[src/ipv4bc_pkg.sv]
package ipv4bc_pkg;

	// ==========================================================
	// Register access decode
	// ==========================================================
	localparam logic [4:0] IPV4BC_PHY_ADDR = 5'h01;
	localparam logic [11:0] IPV4BC_PAGE = 12'h321;
	localparam logic [5:0] IPV4BC_REG_MGMT_LO = 6'h28;
	localparam logic [5:0] IPV4BC_REG_MGMT_HI = 6'h29;
	localparam logic [5:0] IPV4BC_REG_HOST_LO = 6'h2A;
	localparam logic [5:0] IPV4BC_REG_HOST_HI = 6'h2B;

	// ==========================================================
	// Field layout of both binding registers
	// ==========================================================
	localparam int IPV4BC_TCP_LSB = 0;
	localparam int IPV4BC_TCP_NUM = 11;
	localparam int IPV4BC_RSVD_A = 11;
	localparam int IPV4BC_UDP0_BIT = 12;
	localparam int IPV4BC_RSVD_B = 13;
	localparam int IPV4BC_EAP_BIT = 14;
	localparam int IPV4BC_DNS_BIT = 15;
	localparam int IPV4BC_FLEX_LSB = 16;
	localparam int IPV4BC_FLEX_NUM = 12;
	localparam int IPV4BC_RANGE_BIT = 28;
	localparam int IPV4BC_ICMP_BIT = 29;
	localparam int IPV4BC_ARP_BIT = 30;
	localparam int IPV4BC_RMCP_BIT = 31;
	localparam int IPV4BC_HOST_W = 17;

	// ==========================================================
	// Writable masks and reset values
	// ==========================================================
	localparam logic [31:0] IPV4BC_MGMT_WMASK = 32'hFFFF_D7FF;
	localparam logic [31:0] IPV4BC_HOST_WMASK = 32'h0001_D7FF;
	localparam logic [31:0] IPV4BC_MGMT_RESET = 32'h0000_0000;
	localparam logic [31:0] IPV4BC_HOST_RESET = 32'h0000_0000;

endpackage

[src/ipv4bc_top.sv]
module ipv4bc_top
	import ipv4bc_pkg::*;
(
	input wire logic ref_clk_i,
	input wire logic rst_n_i,
	input wire logic reg_wr_i,
	input wire logic reg_rd_i,
	input wire logic [4:0] reg_phy_addr_i,
	input wire logic [11:0] reg_page_i,
	input wire logic [5:0] reg_num_i,
	input wire logic [15:0] reg_wdata_i,
	output logic [15:0] reg_rdata_o,
	output logic reg_rvalid_o,
	input wire logic pkt_valid_i,
	input wire logic [10:0] tcp_port_hit_i,
	input wire logic udp_port_filter_zero_hit_i,
	input wire logic eap_udp_hit_i,
	input wire logic dns_hit_i,
	input wire logic [11:0] flex_port_hit_i,
	input wire logic range_port_filter_hit_i,
	input wire logic icmp_hit_i,
	input wire logic arp_hit_i,
	input wire logic rmcp_hit_i,
	input wire logic mgmt_ipv4_match_i,
	input wire logic host_ipv4_match_i,
	output logic pass_valid_o,
	output logic [31:0] mgmt_pass_o,
	output logic [16:0] host_pass_o,
	output logic [31:0] mgmt_bind_o,
	output logic [16:0] host_bind_o
);

	// ==========================================================
	// Helpers
	// ==========================================================
	function automatic logic reg_sel(input logic [4:0] addr, input logic [11:0] page,
			input logic [5:0] num, input logic [5:0] want);
		reg_sel = (addr == IPV4BC_PHY_ADDR) && (page == IPV4BC_PAGE) && (num == want);
	endfunction

	// Only writable bits take new data; reserved bits stay at zero
	function automatic logic [15:0] wr_merge(input logic [15:0] old, input logic [15:0] data,
			input logic [15:0] mask);
		wr_merge = (old & ~mask) | (data & mask);
	endfunction

	// ==========================================================
	// Binding registers
	// ==========================================================
	logic [31:0] mgmt_bind_q;
	logic [31:0] host_bind_q;
	logic sel_mgmt_lo;
	logic sel_mgmt_hi;
	logic sel_host_lo;
	logic sel_host_hi;

	assign sel_mgmt_lo = reg_sel(reg_phy_addr_i, reg_page_i, reg_num_i, IPV4BC_REG_MGMT_LO);
	assign sel_mgmt_hi = reg_sel(reg_phy_addr_i, reg_page_i, reg_num_i, IPV4BC_REG_MGMT_HI);
	assign sel_host_lo = reg_sel(reg_phy_addr_i, reg_page_i, reg_num_i, IPV4BC_REG_HOST_LO);
	assign sel_host_hi = reg_sel(reg_phy_addr_i, reg_page_i, reg_num_i, IPV4BC_REG_HOST_HI);

	always_ff @(posedge ref_clk_i) begin
		if (!rst_n_i) begin
			mgmt_bind_q <= IPV4BC_MGMT_RESET;
		end else if (reg_wr_i) begin
			if (sel_mgmt_lo) begin
				mgmt_bind_q[15:0] <= wr_merge(mgmt_bind_q[15:0], reg_wdata_i, IPV4BC_MGMT_WMASK[15:0]);
			end
			if (sel_mgmt_hi) begin
				mgmt_bind_q[31:16] <= wr_merge(mgmt_bind_q[31:16], reg_wdata_i, IPV4BC_MGMT_WMASK[31:16]);
			end
		end
	end

	always_ff @(posedge ref_clk_i) begin
		if (!rst_n_i) begin
			host_bind_q <= IPV4BC_HOST_RESET;
		end else if (reg_wr_i) begin
			if (sel_host_lo) begin
				host_bind_q[15:0] <= wr_merge(host_bind_q[15:0], reg_wdata_i, IPV4BC_HOST_WMASK[15:0]);
			end
			if (sel_host_hi) begin
				host_bind_q[31:16] <= wr_merge(host_bind_q[31:16], reg_wdata_i, IPV4BC_HOST_WMASK[31:16]);
			end
		end
	end

	// ==========================================================
	// Read port
	// ==========================================================
	// Every read is answered one cycle later; registers outside this bank read zero
	logic [15:0] rdata_d;

	always_comb begin
		rdata_d = 16'h0000;
		if (sel_mgmt_lo) begin
			rdata_d = mgmt_bind_q[15:0];
		end else if (sel_mgmt_hi) begin
			rdata_d = mgmt_bind_q[31:16];
		end else if (sel_host_lo) begin
			rdata_d = host_bind_q[15:0];
		end else if (sel_host_hi) begin
			rdata_d = host_bind_q[31:16];
		end
	end

	always_ff @(posedge ref_clk_i) begin
		if (!rst_n_i) begin
			reg_rvalid_o <= 1'b0;
		end else begin
			reg_rvalid_o <= reg_rd_i;
		end
	end

	// Data holds between reads so a slow poller can still pick it up
	always_ff @(posedge ref_clk_i) begin
		if (!rst_n_i) begin
			reg_rdata_o <= 16'h0000;
		end else if (reg_rd_i) begin
			reg_rdata_o <= rdata_d;
		end
	end

	// ==========================================================
	// Filter hit vector in register bit layout
	// ==========================================================
	logic [31:0] hit_vec;
	logic [31:0] mgmt_match_vec;
	logic [16:0] host_match_vec;
	logic [31:0] mgmt_pass;
	logic [16:0] host_pass;

	always_comb begin
		hit_vec = 32'h0000_0000;
		hit_vec[IPV4BC_TCP_LSB +: IPV4BC_TCP_NUM] = tcp_port_hit_i;
		hit_vec[IPV4BC_UDP0_BIT] = udp_port_filter_zero_hit_i;
		hit_vec[IPV4BC_EAP_BIT] = eap_udp_hit_i;
		hit_vec[IPV4BC_DNS_BIT] = dns_hit_i;
		hit_vec[IPV4BC_FLEX_LSB +: IPV4BC_FLEX_NUM] = flex_port_hit_i;
		hit_vec[IPV4BC_RANGE_BIT] = range_port_filter_hit_i;
		hit_vec[IPV4BC_ICMP_BIT] = icmp_hit_i;
		hit_vec[IPV4BC_ARP_BIT] = arp_hit_i;
		hit_vec[IPV4BC_RMCP_BIT] = rmcp_hit_i;
	end

	// RMCP is tied to the host address even in the management register
	always_comb begin
		mgmt_match_vec = {32{mgmt_ipv4_match_i}};
		mgmt_match_vec[IPV4BC_RMCP_BIT] = host_ipv4_match_i;
		host_match_vec = {IPV4BC_HOST_W{host_ipv4_match_i}};
	end

	ipv4bc_qualify #(
		.W(32)
	) u_mgmt_qual (
		.hit_i(hit_vec),
		.bind_i(mgmt_bind_q),
		.match_i(mgmt_match_vec),
		.pass_o(mgmt_pass)
	);

	ipv4bc_qualify #(
		.W(IPV4BC_HOST_W)
	) u_host_qual (
		.hit_i(hit_vec[IPV4BC_HOST_W-1:0]),
		.bind_i(host_bind_q[IPV4BC_HOST_W-1:0]),
		.match_i(host_match_vec),
		.pass_o(host_pass)
	);

	// ==========================================================
	// Registered verdicts
	// ==========================================================
	// One cycle of latency buys clean flop outputs toward the routing logic
	always_ff @(posedge ref_clk_i) begin
		if (!rst_n_i) begin
			pass_valid_o <= 1'b0;
		end else begin
			pass_valid_o <= pkt_valid_i;
		end
	end

	// Verdicts hold between packets; consumers qualify them with pass_valid_o
	always_ff @(posedge ref_clk_i) begin
		if (!rst_n_i) begin
			mgmt_pass_o <= 32'h0000_0000;
		end else if (pkt_valid_i) begin
			mgmt_pass_o <= mgmt_pass;
		end
	end

	always_ff @(posedge ref_clk_i) begin
		if (!rst_n_i) begin
			host_pass_o <= 17'h0_0000;
		end else if (pkt_valid_i) begin
			host_pass_o <= host_pass;
		end
	end

	// Register copies lag by one cycle so they line up with the verdict they explain
	always_ff @(posedge ref_clk_i) begin
		if (!rst_n_i) begin
			mgmt_bind_o <= 32'h0000_0000;
		end else begin
			mgmt_bind_o <= mgmt_bind_q;
		end
	end

	always_ff @(posedge ref_clk_i) begin
		if (!rst_n_i) begin
			host_bind_o <= 17'h0_0000;
		end else begin
			host_bind_o <= host_bind_q[IPV4BC_HOST_W-1:0];
		end
	end

endmodule

[src/ipv4bc_qualify.sv]
module ipv4bc_qualify #(
	parameter int W = 32
) (
	input wire logic [W-1:0] hit_i,
	input wire logic [W-1:0] bind_i,
	input wire logic [W-1:0] match_i,
	output logic [W-1:0] pass_o
);

	// An unbound filter passes on its own hit; a bound one also needs the address match
	assign pass_o = hit_i & (~bind_i | match_i);

endmodule

[config.mk]
export PLATFORM = sky130hd
export DESIGN_NAME = ipv4bc_top
export DESIGN_NICKNAME = d
export VERILOG_FILES = /design/src/ipv4bc_pkg.sv /design/src/ipv4bc_top.sv /design/src/ipv4bc_qualify.sv
export SDC_FILE = /design/constraint.sdc
export NUM_CORES = 1
export LEC_CHECK = 0
export ABC_AREA = 1
export BUFFER_PORTS_ARGS = -buffer_cell sky130_fd_sc_hd__clkbuf_2
export CORE_ASPECT_RATIO = 0.7
export CORE_MARGIN = 1
export CORE_UTILIZATION = 50
export DETAILED_ROUTE_END_ITERATION = 12
export PLACE_DENSITY = 0.79
export SYNTH_ARGS = -nofsm -noshare
export SYNTH_HDL_FRONTEND = slang
export SYNTH_SLANG_ARGS = --single-unit
[constraint.sdc]
create_clock -name ref_clk_i -period 1.5 [get_ports ref_clk_i]
set_input_delay 0.15 -clock ref_clk_i [delete_from_list [all_inputs] [get_ports ref_clk_i]]
set_output_delay 0.15 -clock ref_clk_i [all_outputs]
set_load 0.1 [all_outputs]
# Word-level counts from Yosys, hierarchy flattened
# Cells that the tools add are included.
op_classes:
  eq_ne: 6
  mux: 4
  n_bitwise: 9
  reduce_logical: 9
ops:
  columns: ["cell", "n"]
  rows:
  - ["$mux W16", 4]
  - ["$and A32 B32 Y32", 1]
  - ["$not A32 Y32", 1]
  - ["$or A14 B16 Y16", 2]
  - ["$or A32 B32 Y32", 1]
  - ["$eq A6 B6 Y1 const B", 4]
  - ["$and A17 B17 Y17", 1]
  - ["$not A17 Y17", 1]
  - ["$or A17 B17 Y17", 1]
  - ["$or A16 B1 Y16", 1]
  - ["$eq A12 B10 Y1 const B", 1]
  - ["$reduce_and A2 Y1", 4]
  - ["$eq A5 B1 Y1 const B", 1]
  - ["$logic_and A1 B1 Y1", 5]
word_totals:
  regBits: 180
  word_cells: 39

# Logic depth before layout (Yosys ltp)
depth:
  ltp_word: 7
  mapped_depth: 12
  ltp_nobuf: 11

# By module
# A second synthesis with hierarchy kept.
unflattened:
  hier_cells: 934
  area_unflattened_um2: 6845.3
modules_own_cells:
  columns: ["mod", "n_inst", "cells_each", "area_per_inst_um2", "seq_area_each_um2"]
  rows:
  - ["ipv4bc_top", 1, 787, 6048.3, 3143.0]
  - ["ipv4bc_qualify (u_mgmt_qual)", 1, 96, 520.5, 0.0]
  - ["ipv4bc_qualify (u_host_qual)", 1, 51, 276.5, 0.0]

# Least setup slack after synthesis
# Ideal clock, no wire load.
synth_timing:
  path_kind: "in2reg"
  from: "in reg_page_i[7]"
  to: "reg reg_rdata_o[0]"
  t_arrival_ns: 1.191
  path_slack_ns: 0.177
  stages: 12
  cell_sequence: "inv_1 > nand2_1 > nor2_1 > nand3_1 > nor2_2 > buf_4 > nand2_4 > buf_2 > o21ai_0 > inv_1 > nand2_1 > a21oi_1"
synth_between:
  elab_chain_len: 7
  elab_cells_between_ends: 10
  classes_between: "eq/ne (1); mux (4); reduce/logical (5)"
synth_lines:
  columns: ["item", "line", "source"]
  rows:
  - ["start, declared", "ipv4bc_top.sv:9", "input wire logic [11:0] reg_page_i,"]
  - ["$eq A12 B10 Y1 *", "ipv4bc_top.sv:38", "reg_sel = (addr == IPV4BC_PHY_ADDR) && (page == IPV4BC_PAGE) && (num == want);"]
  - ["$logic_and A1 B1 Y1 *", "ipv4bc_top.sv:38", null]
  - ["$logic_and A1 B1 Y1", "ipv4bc_top.sv:38", null]
  - ["$mux W16", "ipv4bc_top.sv:102", "end else if (sel_host_hi) begin"]
  - ["$mux W16", "ipv4bc_top.sv:100", "end else if (sel_host_lo) begin"]
  - ["$mux W16", "ipv4bc_top.sv:98", "end else if (sel_mgmt_hi) begin"]
  - ["$mux W16 *", "ipv4bc_top.sv:96", "if (sel_mgmt_lo) begin"]
  - ["end signal, assigned", "ipv4bc_top.sv:120", "reg_rdata_o <= rdata_d;"]
  - ["end, declared", "ipv4bc_top.sv:12", "output logic [15:0] reg_rdata_o,"]
# Every way passes the cells marked *; elsewhere a longest branch is shown, timed or not.
# A chain may end at the register's enable or synchronous reset.

# Worst setup path in the final report
layout_timing:
  from: "reg reg_rdata_o[9]"
  to: "out reg_rdata_o[9]"
# No word-level cell between the ends.

==> flow_summary.ini <==
[power_and_ir_drop]
ir_drop_v = 0.000781
power_density_mw_per_mm2 = 1210
power_w = 0.00937
p_leak_nw = 3.88

[clock_tree]
cts.clk_slew.worst_paths_ns = 0.06
cts_tree = yes
ctsLongestPathBuffers = 2
h-tree-depth = 4
clock_sinks = 153
insertion_delay_ns = 0.42
postCtsResizedCells = 0
cts_root_buffer = clkbuf_16
cts_buffers = 17

[critical_path]
crit_path_top_delay_cell = clkbuf_2
critPathCaptureType = output port
r2r-start = host_bind_q[2]
critPathArrivalTime_ns = 1.24
reg2reg_slack_ns = 0.46
crit_family = buffers and inverters
path_cells = clkbuf_2
critPathMaxStageDelay_ns = 0.47
cp.required_ns = 1.35
start_kind = register
path_max_fanout = 2
r2r_end = reg_rdata_o[2]
critical_path_buf_inv_count = 1
worst-setup-path-type = reg -> out
reg2reg_depth = 4

[die]
coreArea_mm2 = 0.0113
die_h_um = 93.0
die_area_mm2 = 0.0123
die_x_um = 132
fp-row-count = 32
initial_core_util_pct = 52.6
io_pins = 192

[synth]
synth_cell_types = 23
yosysTopAreaCell = dfxtp_1
avgSynthCellArea_um2 = 7.56
ys_top_cells_by_area = dfxtp_1 (52%), o21ai_0 (11%), inv_1 (9.4%), nand2_1 (9.2%), a21oi_1 (8.8%)
syn_inst = 783
ys_warn_count = 0
yosysTopAreaCellShare_pct = 51.8
ys_seq_elements = 153
yosysSeqAreaShare_pct = 51.8
syn_area_mm2 = 0.00592

[detailed_routing]
routed_wl_um = 17200
route.detailed.drc = 0
drt_iter0_markers = 584
vias = 5722
ant_nets = 0
wl_per_cell_um = 15.0
dr.pass1.iters = 7
via_per_inst = 5.01

[worst_hold_path]
holdPathEnd = mgmt_bind_q[3]
min-delay-start = reg_wdata_i[3]
worstHoldPathCells = 3
hold_path.class = in -> reg

[timing]
rsz0062_at_grt = false
worst_pin_slew_ns = 0.603
min_period_ns = 1.39
fin_crit_sh_pct = 92.8
clock.fmax_ghz = 0.718
setup_violations = 0
hold_viol_final = 0
final_max_slew_viol_count = 0
finClkSkew_ns = 0.00725
hold_ws_ns = 0.0177
slew_headroom_pct = 59.8

[layout]
drive_gt1_share_pct = 24.7
fin_util_pct = 68.5
mostFrequentLayoutCell = clkbuf_2
fillers = 959
areaGrowthSynthToFinish_pct = 30.3
stdcell_count = 1142
seq_area_mm2 = 0.00306
finalInstanceArea_mm2 = 0.00771
most-common-layout-cells = clkbuf_2 (182), dfxtp_1 (153), inv_1 (148)
antenna_cells = 0
multi_input_area_mm2 = 0.00205
num-nets-final = 1053

[placement]
placed_cells = 1095
port_buffers = 183
hpwlAfterDp_um = 11800
place_congestion = 0.869
placed_cell_area_mm2 = 0.00700

[global_route]
antenna_found_initial = 0
grt_start_max_net_pins = 63
grt_pass1_wl_um = 27200
overflow = 0
grt_pass1_vias = 5379
track_usage_pct = 29.1

[flow_run]
drv_cap = 0

[outcome]
outcome = completed
metal layers:
layer / wire, um / up-vias / GRT usage (%)
met5: 0 / - / 0
met4: 231 / 0 / 8.24
met3: 1650 / 20 / 8.78
met2: 7590 / 266 / 45.1
met1: 7700 / 2608 / 39.1
li1: - / 2828 / -
state kept, by name, summed over array words and instances, names as in the netlist:
signal and cells:
host_pass_o 15, mgmt_bind_q 30, host_bind_o 15, reg_rdata_o 16
mgmt_bind_o 30, pass_valid_o 1, mgmt_pass_o 30, reg_rvalid_o 1
host_bind_q 15
worst max path at each step:
stage	from	slack (ns)	endpoint	cells past startpoint
4_1_cts	reg_rdata_o[9]	0.1	reg_rdata_o[9]	1
5_1_grt	reg_page_i[6]	0.01	mgmt_bind_q[24]	12
2_1_floorplan	reg_page_i[7]	0.18	reg_rdata_o[0]	12
3_3_place_gp	reg_page_i[6]	-0.05	mgmt_bind_q[20]	12
6_report	reg_rdata_o[9]	0.11	reg_rdata_o[9]	1
3_5_place_dp	reg_page_i[6]	-0.15	mgmt_bind_q[16]	12
Yosys cell counts:
cell type / n
dfxtp_1: 153
inv_1: 148
nand2_1: 145
o21ai_0: 131
a21oi_1: 104
clkbuf_1: 28
o211ai_1: 14
buf_4: 12
nor2_1: 11
buf_2: 8
nand3_1: 5
inv_2: 4
buf_1: 3
nand4_1: 3
nor2_2: 3
nor3_1: 3
nor2_4: 2
buf_6: 1
conb_1: 1
nand2_4: 1
nand3_4: 1
nor2_8: 1
o21ai_1: 1
cell families (layout without fill, tap and decap cells):
family	count (synthesis)	after routing	share of synthesized area [%]
other cells	1	8	0.0634
buf+inv	204	403	14.0
flops	153	153	51.8
compound gates	250	250	21.7
simple gates	175	175	12.4
power breakdown:
| group | switching, W | total (W) | internal (W) |
|---|---|---|---|
| combinational | 0.000939 | 0.00117 | 0.000236 |
| clock | 0.00162 | 0.00401 | 0.00239 |
| sequential | 0.0000371 | 0.00418 | 0.00414 |
| total | 0.00260 | 0.00937 | 0.00677 |
final cells by class:
class | count | area share (%)
Timing Repair Buffer | 220 | 16.7
Multi-Input combinational cell | 433 | 26.6
Clock inverter | 8 | 0.925
Sequential cell | 153 | 39.7
Inverter | 152 | 7.40
Tap cell | 153 | 2.48
Clock buffer | 23 | 6.20
metrics by stage:
stage / TNS, ns / worst slack (ns)
3_5_place_dp: -3.61 / -0.151
2_1_floorplan: 0 / 0.177
4_1_cts: 0 / 0.0995
5_1_grt: 0 / 0.0140
3_3_place_gp: -1.08 / -0.0530
6_report: 0 / 0.108
what timing repair did:
item                                   in CTS  in global routing
setup buffers                               0                  0
hold buffers                               16                  0
endpoints found under the hold margin      16                  0
No activity file was read; power rests on OpenSTA's default activity.
